<file path="src/e1ac_pkg.sv">
// Package: register map, field positions, reset values and timing for E1 alarm/loopback control
package e1ac_pkg;
  // Register offsets
  localparam logic [7:0] ADDR_ALARM_CTRL  = 8'h1A;
  localparam logic [7:0] ADDR_BP_SIG_CTRL = 8'h1B;
  localparam logic [7:0] ADDR_LOOP_MON    = 8'hA8;
  localparam logic [7:0] ADDR_IRQ_STATUS  = 8'hB0;
  localparam logic [7:0] ADDR_IRQ_CLEAR   = 8'hB1;
  localparam logic [7:0] ADDR_IRQ_ENABLE  = 8'hB2;
  localparam logic [7:0] ADDR_TX_MONITOR  = 8'hB3;

  // Reset values
  localparam logic [7:0] RST_ALARM_CTRL  = 8'h00;
  localparam logic [7:0] RST_BP_SIG_CTRL = 8'h00;
  localparam logic [7:0] RST_LOOP_MON    = 8'h00;
  localparam logic [7:0] RST_IRQ         = 8'h00;

  // Alarm control fields
  localparam int BIT_AUTO_AIS = 5;
  localparam int BIT_AUTO_RAI = 4;
  // Backplane/signaling control fields
  localparam int BIT_TX_ES_ON     = 7;
  localparam int BIT_TX_BLOCK_FN  = 6;
  localparam int BIT_TX_IDLE_FN   = 5;
  localparam int BIT_UNASSIGNED   = 4;
  localparam int BIT_RX_SIG_REINS = 3;
  localparam int BIT_TX_HW_SIG    = 2;
  localparam int BIT_TX_BP_RATE   = 1;
  localparam int BIT_CL_LONG      = 0;
  // Loopback/monitor fields
  localparam int BIT_REMOTE_LOOP  = 7;
  localparam int BIT_LOCAL_LOOP   = 6;
  localparam int BIT_LINE_ONES    = 5;
  localparam int MON_SEL_MSB      = 4;
  localparam int MON_SEL_LSB      = 0;
  // Interrupt status fields
  localparam int IRQ_CARRIER_LOSS = 0;
  localparam int IRQ_AIS_START    = 1;
  localparam int IRQ_RAI_START    = 2;
  localparam int IRQ_MF_TIMEOUT   = 3;
  localparam int IRQ_BITS         = 4;

  // Carrier loss zero counts
  localparam logic [11:0] CL_ZEROS_SHORT = 12'h0FF;
  localparam logic [11:0] CL_ZEROS_LONG  = 12'h800;

  // Multiframe search times
  localparam int CLK_PERIOD_NS     = 4;
  localparam int MF_FIND_MS        = 128;
  localparam int MF_GIVE_UP_MS     = 400;
  localparam int MF_FIND_CYCLES    = (MF_FIND_MS * 1000000) / CLK_PERIOD_NS;
  localparam int MF_GIVE_UP_CYCLES = (MF_GIVE_UP_MS * 1000000) / CLK_PERIOD_NS;

  typedef struct packed {
    logic pos;
    logic neg;
  } e1ac_line_s;

  typedef struct packed {
    logic [7:0] addr;
    logic [7:0] wdata;
    logic       wr;
    logic       rd;
  } e1ac_req_s;
endpackage : e1ac_pkg

</file>
<file path="src/e1ac_control.sv">
// E1 automatic alarm generation, common control registers and loopback routing
`timescale 1ns/100ps
`default_nettype none
// How it works
// - auto AIS on frame, AIS or carrier loss
// - auto RAI on same, or 128ms MF fail
// - continuous RAI after 400ms MF search
// - bit 7 bypasses or inserts tx elastic store
// - bit 6 picks channel-block or signaling use
// - bit 5 picks idle code or per-channel loop
// - bit 3 reinserts rx signaling into output
// - bit 2 inserts hardware signaling into tx
// - bit 1 declares tx backplane clock rate
// - carrier loss after 255 or 2048 zeros
// - remote loop returns rx line to tx
// - local loop feeds tx data to rx
// - local loop data passes jitter attenuator
// - line ones force sends unframed all ones
// - five-bit field selects monitored tx channel
module e1ac_control #(
  parameter int MF_FIND_CYCLES    = e1ac_pkg::MF_FIND_CYCLES,
  parameter int MF_GIVE_UP_CYCLES = e1ac_pkg::MF_GIVE_UP_CYCLES
) (
  input  wire logic                 core_clk,
  input  wire logic                 reset_n,
  // Register port
  input  wire e1ac_pkg::e1ac_req_s  reg_req,
  output var  logic [7:0]           reg_rdata,
  output var  logic                 irq,
  // Receive framer status
  input  wire logic                 rx_frame_loss,
  input  wire logic                 rx_ais_detect,
  input  wire logic                 rx_crc4_on,
  input  wire logic                 rx_mf_sync,
  // Line side
  input  wire logic                 rx_bit_strobe,
  input  wire e1ac_pkg::e1ac_line_s rx_line_in,
  input  wire logic                 mclk_strobe,
  input  wire e1ac_pkg::e1ac_line_s tx_formatter_in,
  output var  e1ac_pkg::e1ac_line_s tx_line_out,
  output var  e1ac_pkg::e1ac_line_s rx_framer_out,
  output var  e1ac_pkg::e1ac_line_s jitter_att_in,
  input  wire e1ac_pkg::e1ac_line_s jitter_att_out,
  // Transmit backplane data path
  input  wire logic                 tx_serial_in,
  input  wire logic                 tx_signaling_in,
  input  wire logic                 tx_sig_slot,
  input  wire logic                 tx_block_bit,
  input  wire logic                 tx_idle_mark,
  input  wire logic                 tx_idle_code_bit,
  output var  logic                 tx_data_out,
  output var  logic                 tx_channel_block_out,
  // Receive backplane data path
  input  wire logic                 rx_data_in,
  input  wire logic                 rx_sig_slot,
  input  wire logic                 rx_sig_bit,
  output var  logic                 rx_serial_out,
  // Transmit channel monitor feed
  input  wire logic                 tx_chan_valid,
  input  wire logic [4:0]           tx_chan_num,
  input  wire logic [7:0]           tx_chan_byte,
  // Control and alarm outputs
  output var  logic                 tx_elastic_store_on,
  output var  logic                 tx_backplane_clock_rate,
  output var  logic                 tx_ais_send,
  output var  logic                 tx_rai_send,
  output var  logic                 rx_carrier_loss
);
  // ==========================================================
  // Registers
  // ==========================================================
  logic [7:0]                   alarm_ctrl;
  logic [7:0]                   bp_sig_ctrl;
  logic [7:0]                   loop_mon;
  logic [7:0]                   tx_channel_monitor;
  logic [e1ac_pkg::IRQ_BITS-1:0] irq_status;
  logic [e1ac_pkg::IRQ_BITS-1:0] irq_enable;
  logic [e1ac_pkg::IRQ_BITS-1:0] irq_event;
  logic [e1ac_pkg::IRQ_BITS-1:0] irq_clear;

  logic tx_block_reg_function;
  logic tx_idle_reg_function;
  logic rx_signaling_reinsert;
  logic tx_hw_signaling_insert;
  logic carrier_loss_long_criterion;
  logic remote_loop;
  logic local_loop;
  logic line_all_ones_force;
  logic [4:0] tx_monitor_select;

  assign tx_block_reg_function       = bp_sig_ctrl[e1ac_pkg::BIT_TX_BLOCK_FN];
  assign tx_idle_reg_function        = bp_sig_ctrl[e1ac_pkg::BIT_TX_IDLE_FN];
  assign rx_signaling_reinsert       = bp_sig_ctrl[e1ac_pkg::BIT_RX_SIG_REINS];
  assign tx_hw_signaling_insert      = bp_sig_ctrl[e1ac_pkg::BIT_TX_HW_SIG];
  assign carrier_loss_long_criterion = bp_sig_ctrl[e1ac_pkg::BIT_CL_LONG];
  assign remote_loop                 = loop_mon[e1ac_pkg::BIT_REMOTE_LOOP];
  assign local_loop                  = loop_mon[e1ac_pkg::BIT_LOCAL_LOOP];
  assign line_all_ones_force         = loop_mon[e1ac_pkg::BIT_LINE_ONES];
  assign tx_monitor_select = loop_mon[e1ac_pkg::MON_SEL_MSB:e1ac_pkg::MON_SEL_LSB];

  // Control registers: zero after reset, read back as written
  always_ff @(posedge core_clk or negedge reset_n) begin
    if (!reset_n) begin
      alarm_ctrl  <= e1ac_pkg::RST_ALARM_CTRL;
      bp_sig_ctrl <= e1ac_pkg::RST_BP_SIG_CTRL;
      loop_mon    <= e1ac_pkg::RST_LOOP_MON;
    end else if (reg_req.wr) begin
      if (reg_req.addr == e1ac_pkg::ADDR_ALARM_CTRL) begin
        alarm_ctrl <= reg_req.wdata;
      end else if (reg_req.addr == e1ac_pkg::ADDR_BP_SIG_CTRL) begin
        // Unassigned bit is stored as written; host keeps it zero
        bp_sig_ctrl <= reg_req.wdata;
      end else if (reg_req.addr == e1ac_pkg::ADDR_LOOP_MON) begin
        loop_mon <= reg_req.wdata;
      end
    end
  end

  always_ff @(posedge core_clk or negedge reset_n) begin
    if (!reset_n) begin
      irq_enable <= e1ac_pkg::RST_IRQ[e1ac_pkg::IRQ_BITS-1:0];
    end else if (reg_req.wr && reg_req.addr == e1ac_pkg::ADDR_IRQ_ENABLE) begin
      irq_enable <= reg_req.wdata[e1ac_pkg::IRQ_BITS-1:0];
    end
  end

  // Read data valid only in the cycle after the strobe
  always_ff @(posedge core_clk or negedge reset_n) begin
    if (!reset_n) begin
      reg_rdata <= 8'h00;
    end else if (!reg_req.rd) begin
      reg_rdata <= 8'h00;
    end else if (reg_req.addr == e1ac_pkg::ADDR_ALARM_CTRL) begin
      reg_rdata <= alarm_ctrl;
    end else if (reg_req.addr == e1ac_pkg::ADDR_BP_SIG_CTRL) begin
      reg_rdata <= bp_sig_ctrl;
    end else if (reg_req.addr == e1ac_pkg::ADDR_LOOP_MON) begin
      reg_rdata <= loop_mon;
    end else if (reg_req.addr == e1ac_pkg::ADDR_IRQ_STATUS) begin
      reg_rdata <= {4'h0, irq_status};
    end else if (reg_req.addr == e1ac_pkg::ADDR_IRQ_ENABLE) begin
      reg_rdata <= {4'h0, irq_enable};
    end else if (reg_req.addr == e1ac_pkg::ADDR_TX_MONITOR) begin
      reg_rdata <= tx_channel_monitor;
    end else begin
      reg_rdata <= 8'h00;
    end
  end

  // ==========================================================
  // Transmit channel monitor
  // ==========================================================
  always_ff @(posedge core_clk or negedge reset_n) begin
    if (!reset_n) begin
      tx_channel_monitor <= 8'h00;
    end else if (tx_chan_valid && tx_chan_num == tx_monitor_select) begin
      tx_channel_monitor <= tx_chan_byte;
    end
  end

  // ==========================================================
  // Received line synchronisation and carrier loss
  // ==========================================================
  e1ac_pkg::e1ac_line_s rx_line_sync;
  logic [11:0]          zero_count;
  logic [11:0]          zero_limit;
  logic                 rx_is_zero;

  e1ac_sync3 u_rx_sync (
    .core_clk (core_clk),
    .reset_n  (reset_n),
    .async_in (rx_line_in),
    .sync_out (rx_line_sync)
  );

  assign zero_limit = carrier_loss_long_criterion ? e1ac_pkg::CL_ZEROS_LONG
                                                  : e1ac_pkg::CL_ZEROS_SHORT;
  assign rx_is_zero = !rx_line_sync.pos && !rx_line_sync.neg;

  always_ff @(posedge core_clk or negedge reset_n) begin
    if (!reset_n) begin
      zero_count <= 12'h000;
    end else if (rx_bit_strobe) begin
      if (!rx_is_zero) begin
        zero_count <= 12'h000;
      end else if (zero_count < zero_limit) begin
        zero_count <= zero_count + 12'h001;
      end
    end
  end

  always_ff @(posedge core_clk or negedge reset_n) begin
    if (!reset_n) begin
      rx_carrier_loss <= 1'b0;
    end else begin
      rx_carrier_loss <= (zero_count >= zero_limit);
    end
  end

  // ==========================================================
  // CRC4 multiframe search timer
  // ==========================================================
  logic [26:0] mf_timer;
  logic        mf_late;
  logic        mf_give_up;
  logic        mf_searching;

  assign mf_searching = rx_crc4_on && !rx_frame_loss && !rx_mf_sync;

  // Timer runs from frame alignment until multiframe sync
  always_ff @(posedge core_clk or negedge reset_n) begin
    if (!reset_n) begin
      mf_timer <= '0;
    end else if (!mf_searching) begin
      mf_timer <= '0;
    end else if (mf_timer < 27'(MF_GIVE_UP_CYCLES)) begin
      mf_timer <= mf_timer + 27'd1;
    end
  end

  always_ff @(posedge core_clk or negedge reset_n) begin
    if (!reset_n) begin
      mf_late    <= 1'b0;
      mf_give_up <= 1'b0;
    end else begin
      mf_late    <= mf_searching && mf_timer >= 27'(MF_FIND_CYCLES);
      mf_give_up <= mf_searching && mf_timer >= 27'(MF_GIVE_UP_CYCLES);
    end
  end

  // ==========================================================
  // Automatic alarm generation
  // ==========================================================
  logic rx_defect;
  logic next_ais;
  logic next_rai;

  assign rx_defect = rx_frame_loss || rx_ais_detect || rx_carrier_loss;
  assign next_ais  = alarm_ctrl[e1ac_pkg::BIT_AUTO_AIS] && rx_defect;
  assign next_rai  = (alarm_ctrl[e1ac_pkg::BIT_AUTO_RAI] && (rx_defect || mf_late))
                     || mf_give_up;

  always_ff @(posedge core_clk or negedge reset_n) begin
    if (!reset_n) begin
      tx_ais_send <= 1'b0;
      tx_rai_send <= 1'b0;
    end else begin
      tx_ais_send <= next_ais;
      tx_rai_send <= next_rai;
    end
  end

  // ==========================================================
  // Interrupt status
  // ==========================================================
  logic cl_prev;
  logic mf_prev;

  always_ff @(posedge core_clk or negedge reset_n) begin
    if (!reset_n) begin
      cl_prev <= 1'b0;
      mf_prev <= 1'b0;
    end else begin
      cl_prev <= rx_carrier_loss;
      mf_prev <= mf_give_up;
    end
  end

  always_comb begin
    irq_event = '0;
    irq_event[e1ac_pkg::IRQ_CARRIER_LOSS] = rx_carrier_loss && !cl_prev;
    irq_event[e1ac_pkg::IRQ_AIS_START]    = next_ais && !tx_ais_send;
    irq_event[e1ac_pkg::IRQ_RAI_START]    = next_rai && !tx_rai_send;
    irq_event[e1ac_pkg::IRQ_MF_TIMEOUT]   = mf_give_up && !mf_prev;
  end

  assign irq_clear = (reg_req.wr && reg_req.addr == e1ac_pkg::ADDR_IRQ_CLEAR)
                     ? reg_req.wdata[e1ac_pkg::IRQ_BITS-1:0] : '0;

  // A new event wins over a clear in the same cycle
  always_ff @(posedge core_clk or negedge reset_n) begin
    if (!reset_n) begin
      irq_status <= '0;
    end else begin
      irq_status <= (irq_status & ~irq_clear) | irq_event;
    end
  end

  always_ff @(posedge core_clk or negedge reset_n) begin
    if (!reset_n) begin
      irq <= 1'b0;
    end else begin
      irq <= |(((irq_status & ~irq_clear) | irq_event) & irq_enable);
    end
  end

  // ==========================================================
  // Line-side loopbacks and all-ones generation
  // ==========================================================
  logic ones_polarity;

  // Alternate mark polarity for all ones at master clock rate
  always_ff @(posedge core_clk or negedge reset_n) begin
    if (!reset_n) begin
      ones_polarity <= 1'b0;
    end else if (mclk_strobe) begin
      ones_polarity <= !ones_polarity;
    end
  end

  always_ff @(posedge core_clk or negedge reset_n) begin
    if (!reset_n) begin
      tx_line_out <= '0;
    end else if (line_all_ones_force) begin
      if (mclk_strobe) begin
        tx_line_out.pos <= !ones_polarity;
        tx_line_out.neg <= ones_polarity;
      end
    end else if (remote_loop) begin
      tx_line_out <= rx_line_sync;
    end else begin
      tx_line_out <= tx_formatter_in;
    end
  end

  // Local loop sends transmitted data through the attenuator
  always_ff @(posedge core_clk or negedge reset_n) begin
    if (!reset_n) begin
      jitter_att_in <= '0;
    end else if (local_loop) begin
      jitter_att_in <= tx_formatter_in;
    end else begin
      jitter_att_in <= rx_line_sync;
    end
  end

  // Receive framer always sees the attenuator output; remote loop keeps it fed
  always_ff @(posedge core_clk or negedge reset_n) begin
    if (!reset_n) begin
      rx_framer_out <= '0;
    end else begin
      rx_framer_out <= jitter_att_out;
    end
  end

  // ==========================================================
  // Backplane data paths
  // ==========================================================
  always_ff @(posedge core_clk or negedge reset_n) begin
    if (!reset_n) begin
      tx_data_out <= 1'b0;
    end else if (tx_hw_signaling_insert && tx_sig_slot
                 && (!tx_block_reg_function || tx_block_bit)) begin
      tx_data_out <= tx_signaling_in;
    end else if (tx_idle_mark && tx_idle_reg_function) begin
      tx_data_out <= rx_serial_out;
    end else if (tx_idle_mark) begin
      tx_data_out <= tx_idle_code_bit;
    end else begin
      tx_data_out <= tx_serial_in;
    end
  end

  always_ff @(posedge core_clk or negedge reset_n) begin
    if (!reset_n) begin
      tx_channel_block_out <= 1'b0;
    end else begin
      tx_channel_block_out <= !tx_block_reg_function && tx_block_bit;
    end
  end

  always_ff @(posedge core_clk or negedge reset_n) begin
    if (!reset_n) begin
      rx_serial_out <= 1'b0;
    end else if (rx_signaling_reinsert && rx_sig_slot) begin
      rx_serial_out <= rx_sig_bit;
    end else begin
      rx_serial_out <= rx_data_in;
    end
  end

  always_ff @(posedge core_clk or negedge reset_n) begin
    if (!reset_n) begin
      tx_elastic_store_on     <= 1'b0;
      tx_backplane_clock_rate <= 1'b0;
    end else begin
      tx_elastic_store_on     <= bp_sig_ctrl[e1ac_pkg::BIT_TX_ES_ON];
      tx_backplane_clock_rate <= bp_sig_ctrl[e1ac_pkg::BIT_TX_BP_RATE];
    end
  end
endmodule : e1ac_control
`default_nettype wire

</file>
<file path="src/e1ac_sync3.sv">
// Three-stage synchroniser for the received line pair
`timescale 1ns/100ps
`default_nettype none
module e1ac_sync3 (
  input  wire logic                 core_clk,
  input  wire logic                 reset_n,
  input  wire e1ac_pkg::e1ac_line_s async_in,
  output var  e1ac_pkg::e1ac_line_s sync_out
);
  e1ac_pkg::e1ac_line_s stage1;
  e1ac_pkg::e1ac_line_s stage2;
  e1ac_pkg::e1ac_line_s stage3;

  always_ff @(posedge core_clk or negedge reset_n) begin
    if (!reset_n) begin
      stage1 <= '0;
      stage2 <= '0;
      stage3 <= '0;
    end else begin
      stage1 <= async_in;
      stage2 <= stage1;
      stage3 <= stage2;
    end
  end

  // Accept a change only once the last two stages agree
  always_ff @(posedge core_clk or negedge reset_n) begin
    if (!reset_n) begin
      sync_out <= '0;
    end else if (stage2 == stage3) begin
      sync_out <= stage3;
    end
  end
endmodule : e1ac_sync3
`default_nettype wire

</file>
<file path="config.mk">
export PLATFORM = sky130hd
export DESIGN_NAME = e1ac_control
export DESIGN_NICKNAME = d
export VERILOG_FILES = /design/src/e1ac_pkg.sv /design/src/e1ac_control.sv /design/src/e1ac_sync3.sv
export SDC_FILE = /design/constraint.sdc
export NUM_CORES = 1
export LEC_CHECK = 0
export BUFFER_PORTS_ARGS = -buffer_cell sky130_fd_sc_hd__clkbuf_2
export CAP_MARGIN = 25
export CORE_ASPECT_RATIO = 1.5
export CORE_MARGIN = 8
export CORE_UTILIZATION = 57
export DETAILED_ROUTE_END_ITERATION = 7
export MAX_ROUTING_LAYER = met4
export PLACE_DENSITY = 0.86
export RECOVER_POWER = 25
export SYNTH_ARGS = -nofsm -noshare
export SYNTH_HDL_FRONTEND = slang
export SYNTH_SLANG_ARGS = --single-unit
export TNS_END_PERCENT = 1
</file>
<file path="constraint.sdc">
create_clock -name core_clk -period 2.9 [get_ports core_clk]
set_input_delay 0.58 -clock core_clk [delete_from_list [all_inputs] [get_ports core_clk]]
set_output_delay 0.58 -clock core_clk [all_outputs]
set_load 0.02 [all_outputs]
</file>
Word-level counts from Yosys, hierarchy flattened
Index checks and enable logic that the tools add are counted.

Register bits after elaboration: 115. Input port bits: 55. Word-level logic and storage cells: 122.

Equality and inequality tests: 12. $add $sub $neg: 2. Bitwise operators: 6. Muxes and demuxes: 21. Order comparisons: 5. Reductions and logical operators: 39.

Operators by type and width (count): $mux 8 (7); $mux 27 (2); $eq 8x8->1 const B (5); $mux 12 (3); $add 27x1->27 const B (1); $ge 27x25->1 const B (1); $ge 27x27->1 const B (1); $lt 27x27->1 const B (1); $logic_and 1x1->1 (19); $eq 8x5->1 const B (2); $add 12x1->12 const B (1); $ge 12x12->1 (1); $lt 12x12->1 (1); $logic_not 1->1 (10); $and 4x4->4 (2); $mux 2 (4); $eq 5x5->1 (1); $logic_or 1x1->1 (5); $mux 1 (4); $mux 4 (1); $ne 2x1->1 const B (2); $not 4->4 (1); $or 4x4->4 (1); $reduce_and 2->1 (2); other kinds (6) (7).

Longest topological paths before layout
Depth after elaboration: 9. Mapped depth: 9. Depth with buffers taken out: 8.

By module
A second synthesis with hierarchy kept.

Cell total of the unflattened synthesis: 535. Area total of the unflattened synthesis: 5646.7 µm².

By module, submodules not included: e1ac_control (instances 1, area an instance 5396.4 µm², cells each 519); e1ac_sync3 (instances 1, area an instance 250.2 µm², cells each 16).

Worst setup path before layout
OpenSTA, ideal clock, no wires.

Path kind: input to register. Start: in reg_req[13] in the netlist's numbering. End: reg irq_enable[0] in the netlist's numbering. Arrival time: 2.180 ns. Setup slack: 0.595 ns. Cell stages on the path: 4. Cells stage by stage: or4b_1 -> or3_1 -> nor2_1 -> mux2_2.

Longest elaborated chain between the ends: 2.

Ends and longest elaborated chain: from (decl) (line e1ac_control.sv:27) `input wire e1ac_pkg::e1ac_req_s reg_req,`; $eq 8x8->1 (line e1ac_control.sv:122) `end else if (reg_req.wr && reg_req.addr == e1ac_pkg::ADDR_IRQ_ENABLE) begin`; $logic_and 1x1->1 (line e1ac_control.sv:122); to (signal assigned) (line e1ac_control.sv:121) `irq_enable <= e1ac_pkg::RST_IRQ[e1ac_pkg::IRQ_BITS-1:0];`; to (signal assigned) (line e1ac_control.sv:123) `irq_enable <= reg_req.wdata[e1ac_pkg::IRQ_BITS-1:0];`; to (decl) (line e1ac_control.sv:77) `logic [e1ac_pkg::IRQ_BITS-1:0] irq_enable;`.

No other way between the ends. A chain may end at the register's enable or synchronous reset.

Final worst setup path
Start: reg bp_sig_ctrl[0]. End: reg zero_count[8].

Longest elaborated chain between the ends: 4.

Ends and longest elaborated chain: from (decl) (line e1ac_control.sv:73) `logic [7:0] bp_sig_ctrl;`; from (signal assigned) (line e1ac_control.sv:105) `bp_sig_ctrl <= e1ac_pkg::RST_BP_SIG_CTRL;`; from (signal assigned) (line e1ac_control.sv:112) `bp_sig_ctrl <= reg_req.wdata;`; $mux 12 (line e1ac_control.sv:176) `assign zero_limit = carrier_loss_long_criterion ? e1ac_pkg::CL_ZEROS_LONG`; $lt 12x12->1 (line e1ac_control.sv:186) `end else if (zero_count < zero_limit) begin`; $ne 2x1->1 (no source line); $reduce_and 2->1 (no source line); to (signal assigned) (line e1ac_control.sv:187) `zero_count <= zero_count + 12'h001;`; to (decl) (line e1ac_control.sv:165) `logic [11:0] zero_count;`.

No other way between the ends.

==> flow_metrics.py <==
metrics = {
    "synthesis": {
        "synthFlopType": "dfrtp_1",
        "synthArstFlopShare_pct": 100,
        "syn_inst": 497,
        "synth_area_mm2": 0.00546,
        "syn_avg_cell_area_um2": 11.0,
        "synth_top_family_by_area": "simple AND/OR/NAND/NOR gates",
        "synthXorXnorAreaFrac_pct": 5.29,
        "synth_adder_area_share_pct": 2.75,
        "synth_compound_area_share_pct": 11.2,
        "synth_edf_count": 0,
        "syn-num-nets": 564,
        "synth-simple-area-share_pct": 16.7,
        "ys_warn_count": 0,
        "synth_cell_types": 55,
        "ys_seq_elements": 115,
        "synth_mux_area_share_pct": 9.07,
        "ys_seq_area_share_pct": 52.7,
    },
    "cts": {
        "clk_latency_ns": 0.41,
        "postCtsSetupRepairBufs": 0,
        "htreeDepth": 4,
        "clk_path_buf_depth": 2,
        "hold_buffers": 0,
        "post_cts_resized": 0,
        "cts_inserted_buffers": 17,
        "path_clk_slew_ns": 0.06,
        "tritoncts": "done",
        "cts-root-buf": "clkbuf_16",
        "clock_sinks": 115,
    },
    "setup_path": {
        "crit_top_cell": "a21oi_1",
        "rr_startpoint": "bp_sig_ctrl[0]",
        "crit_path_cell_trace": "ha_1, a21oi_1, o211ai_1, a21oi_1, a21boi_0, buf_4, or4_1, nand2_1",
        "cp.required_ns": 3.24,
        "worstSetupEndpointType": "register",
        "crit_end": "zero_count[8]",
        "cp_data_arrival_time_ns": 2.78,
        "regToRegSetupSlack_ns": 0.46,
        "crit_start": "bp_sig_ctrl[0]",
        "worst-setup-path-type": "register to register",
        "r2r-end": "zero_count[8]",
        "cp_slowest_stage_delay_ns": 0.52,
        "cp_slowest_cell": "dfrtp_1",
        "path_max_fanout": 11,
        "critPathLaunchType": "register",
        "r2r_cells": 8,
    },
    "final_layout": {
        "fin_util_pct": 69.8,
        "antennaDiodeCount": 0,
        "multi_input_area_mm2": 0.00246,
        "fillers": 647,
        "seqCellArea_mm2": 0.00288,
        "layout.nets": 655,
        "syn2layout_area_growth_pct": 21.7,
        "final_design_area_no_fill_mm2": 0.00665,
        "drive_gt1_share_pct": 26.8,
    },
    "sta": {
        "slew_headroom_pct": 4.32,
        "finalCritPeriodShare_pct": 84.0,
        "hold_viol_final": 0,
        "tightest_slew_ns": 1.44,
        "rsz0062_at_grt": "no",
        "fin_tns_setup_ns": 0,
        "finClkSkew_ns": 0.00640,
        "setup_viol": 0,
        "period_needed_ns": 2.44,
        "setup_slack_ns": 0.465,
        "drv_slew": 0,
        "fmax_ghz": 0.411,
    },
    "run_status": {
        "status": "finished, final reports clean",
    },
    "pwr": {
        "switching_share_pct": 24.0,
        "p_int_uw": 3440,
        "switchingPower_uw": 1090,
        "p_leak_uw": 0.00311,
        "p_per_area_mw_per_mm2": 681,
        "peakVddDrop_v": 0.000703,
        "p_total_uw": 4520,
        "seqPwrFrac_pct": 40.6,
        "power_frac_comb_pct": 9.2,
        "clock_power_share_pct": 50.2,
    },
    "die": {
        "die_area_mm2": 0.0130,
        "die_w_um": 95.9,
        "die_h_um": 136,
        "io_pins": 78,
        "initial_core_util_pct": 57.4,
        "row_count": 44,
        "design.core.area_mm2": 0.00952,
    },
    "detailed_routing": {
        "route.vias.total": 4394,
        "avgViaCountPerCell": 6.14,
        "ant_nets": 0,
        "drt-initial-drc-count": 244,
        "drcViolationCount": 0,
        "wl_mm": 13.9,
        "firstDrtPassIters": 5,
        "routedWlPerCell_um": 19.5,
    },
    "placement": {
        "post-dp-hpwl_mm": 9.84,
        "place_area_mm2": 0.00599,
        "port_buffers": 77,
        "post-place-ws_ns": 0.404,
        "gp_congestion": 0.971,
    },
    "global_routing": {
        "grt-ovfl-total": 0,
        "grt_pass1_vias": 4714,
        "grt_pass1_wl_mm": 22.7,
        "grt_max_degree": 56,
        "antenna_found_initial": 0,
        "grt_usage_pct": 23.4,
    },
    "min_path": {
        "hp-class": "input port to register",
    },
    "flow_run": {
        "cap_violations": 0,
    },
}
[kinds of logic after synthesis]
logic type	after synthesis
buf+inv	28
xor+xnor	33
simple gates	174
fa+ha+maj	12
mux	45
flops	115
compound gates	90
[how the worst min path moves through the flow]
stage	from	to	depth (start not counted)
after global routing	jitter_att_out[0]	rx_framer_out[0]	1
after CTS	reset_n	reg_rdata[1]	1
after detailed placement	u_rx_sync.stage1[0]	u_rx_sync.stage2[0]	0
after floorplan	reset_n	alarm_ctrl[0]	0
after global placement	u_rx_sync.stage1[1]	u_rx_sync.stage2[1]	0
final	jitter_att_out[0]	rx_framer_out[0]	1
[sequential cells by signal, summed over array words and instances, names as in the netlist, 4 cells and up]
signal and flops:
alarm_ctrl 8, bp_sig_ctrl 8, irq_enable 4, irq_status 4, loop_mon 8, mf_timer 27, reg_rdata 8, tx_channel_monitor 8
zero_count 12
[placed cells by master, fill, tap and decap left out, types with 17 or more instances in the layout]
| cell | Yosys | routed |
|---|---|---|
| dfrtp_1 | 115 | 115 |
| clkbuf_2 | 0 | 77 |
| nor2_1 | 51 | 51 |
| nand2_1 | 37 | 37 |
| mux2_2 | 36 | 36 |
| a21oi_1 | 21 | 21 |
| xor2_1 | 20 | 20 |
| nand3_1 | 17 | 17 |
| inv_1 | 17 | 17 |
| clkbuf_16 | 0 | 17 |
[routing by layer]
metal | share of wire, % | vias up | global-route usage [%]
li1 | - | 1990 | -
met1 | 34 | 2145 | 22.6
met2 | 56 | 204 | 41.6
met3 | 5.9 | 55 | 5.42
met4 | 4.2 | 0 | 12.7
met5 | 0 | - | -
[stage by stage]
stage / hold WS [ns] / cells
detailed placement: 0.336 / 684
floorplan: 0.284 / 497
global route: 0.260 / 716
global placement: 0.334 / 684
finish: 0.275 / 716
CTS: 0.244 / 716
[power by group through the flow]
stage                     Combinational (uW)  Clock [uW]  Sequential, uW
after floorplan                          224           0            1840
after global placement                   376           0            1850
after detailed placement                 407           0            1860
after CTS                                416        2290            1830
after global routing                     458        2360            1850
final                                    416        2270            1840
[Yosys cell counts (8+ instances only)]
master / number / area [um^2]
nand4_1: 14 / 87.6
ha_1: 12 / 150
nor2_1: 51 / 191
xor2_1: 20 / 175
mux2_2: 36 / 405
inv_1: 17 / 63.8
a21oi_1: 21 / 105
nand3_1: 17 / 85.1
xnor2_1: 13 / 114
nand2_1: 37 / 139
o21ai_0: 16 / 80.1
dfrtp_1: 115 / 2880
mux2i_1: 9 / 90.1
clkbuf_1: 8 / 30.0
a22oi_1: 12 / 90.1
[cell type report]
cell class	count	share of cell area, %
flip-flops and latches	115	43.3
multi-input cells	354	37.1
clock buffers	21	7.23
repair buffers	83	6.66
clock inverters	11	2.62
well taps	115	2.16
inverters	17	0.960
[worst max-delay path, delay by kind of cell (launching register included)]
kind | cells | cell delay [ns]
adder cells (fa/ha/maj) | 1 | 0.38
buffers and inverters | 1 | 0.19
AND/OR/NAND/NOR | 2 | 0.55
flip-flops | 1 | 0.52
AO/OA/AOI/OAI | 4 | 0.73
No activity file was read; power rests on OpenSTA's default activity.
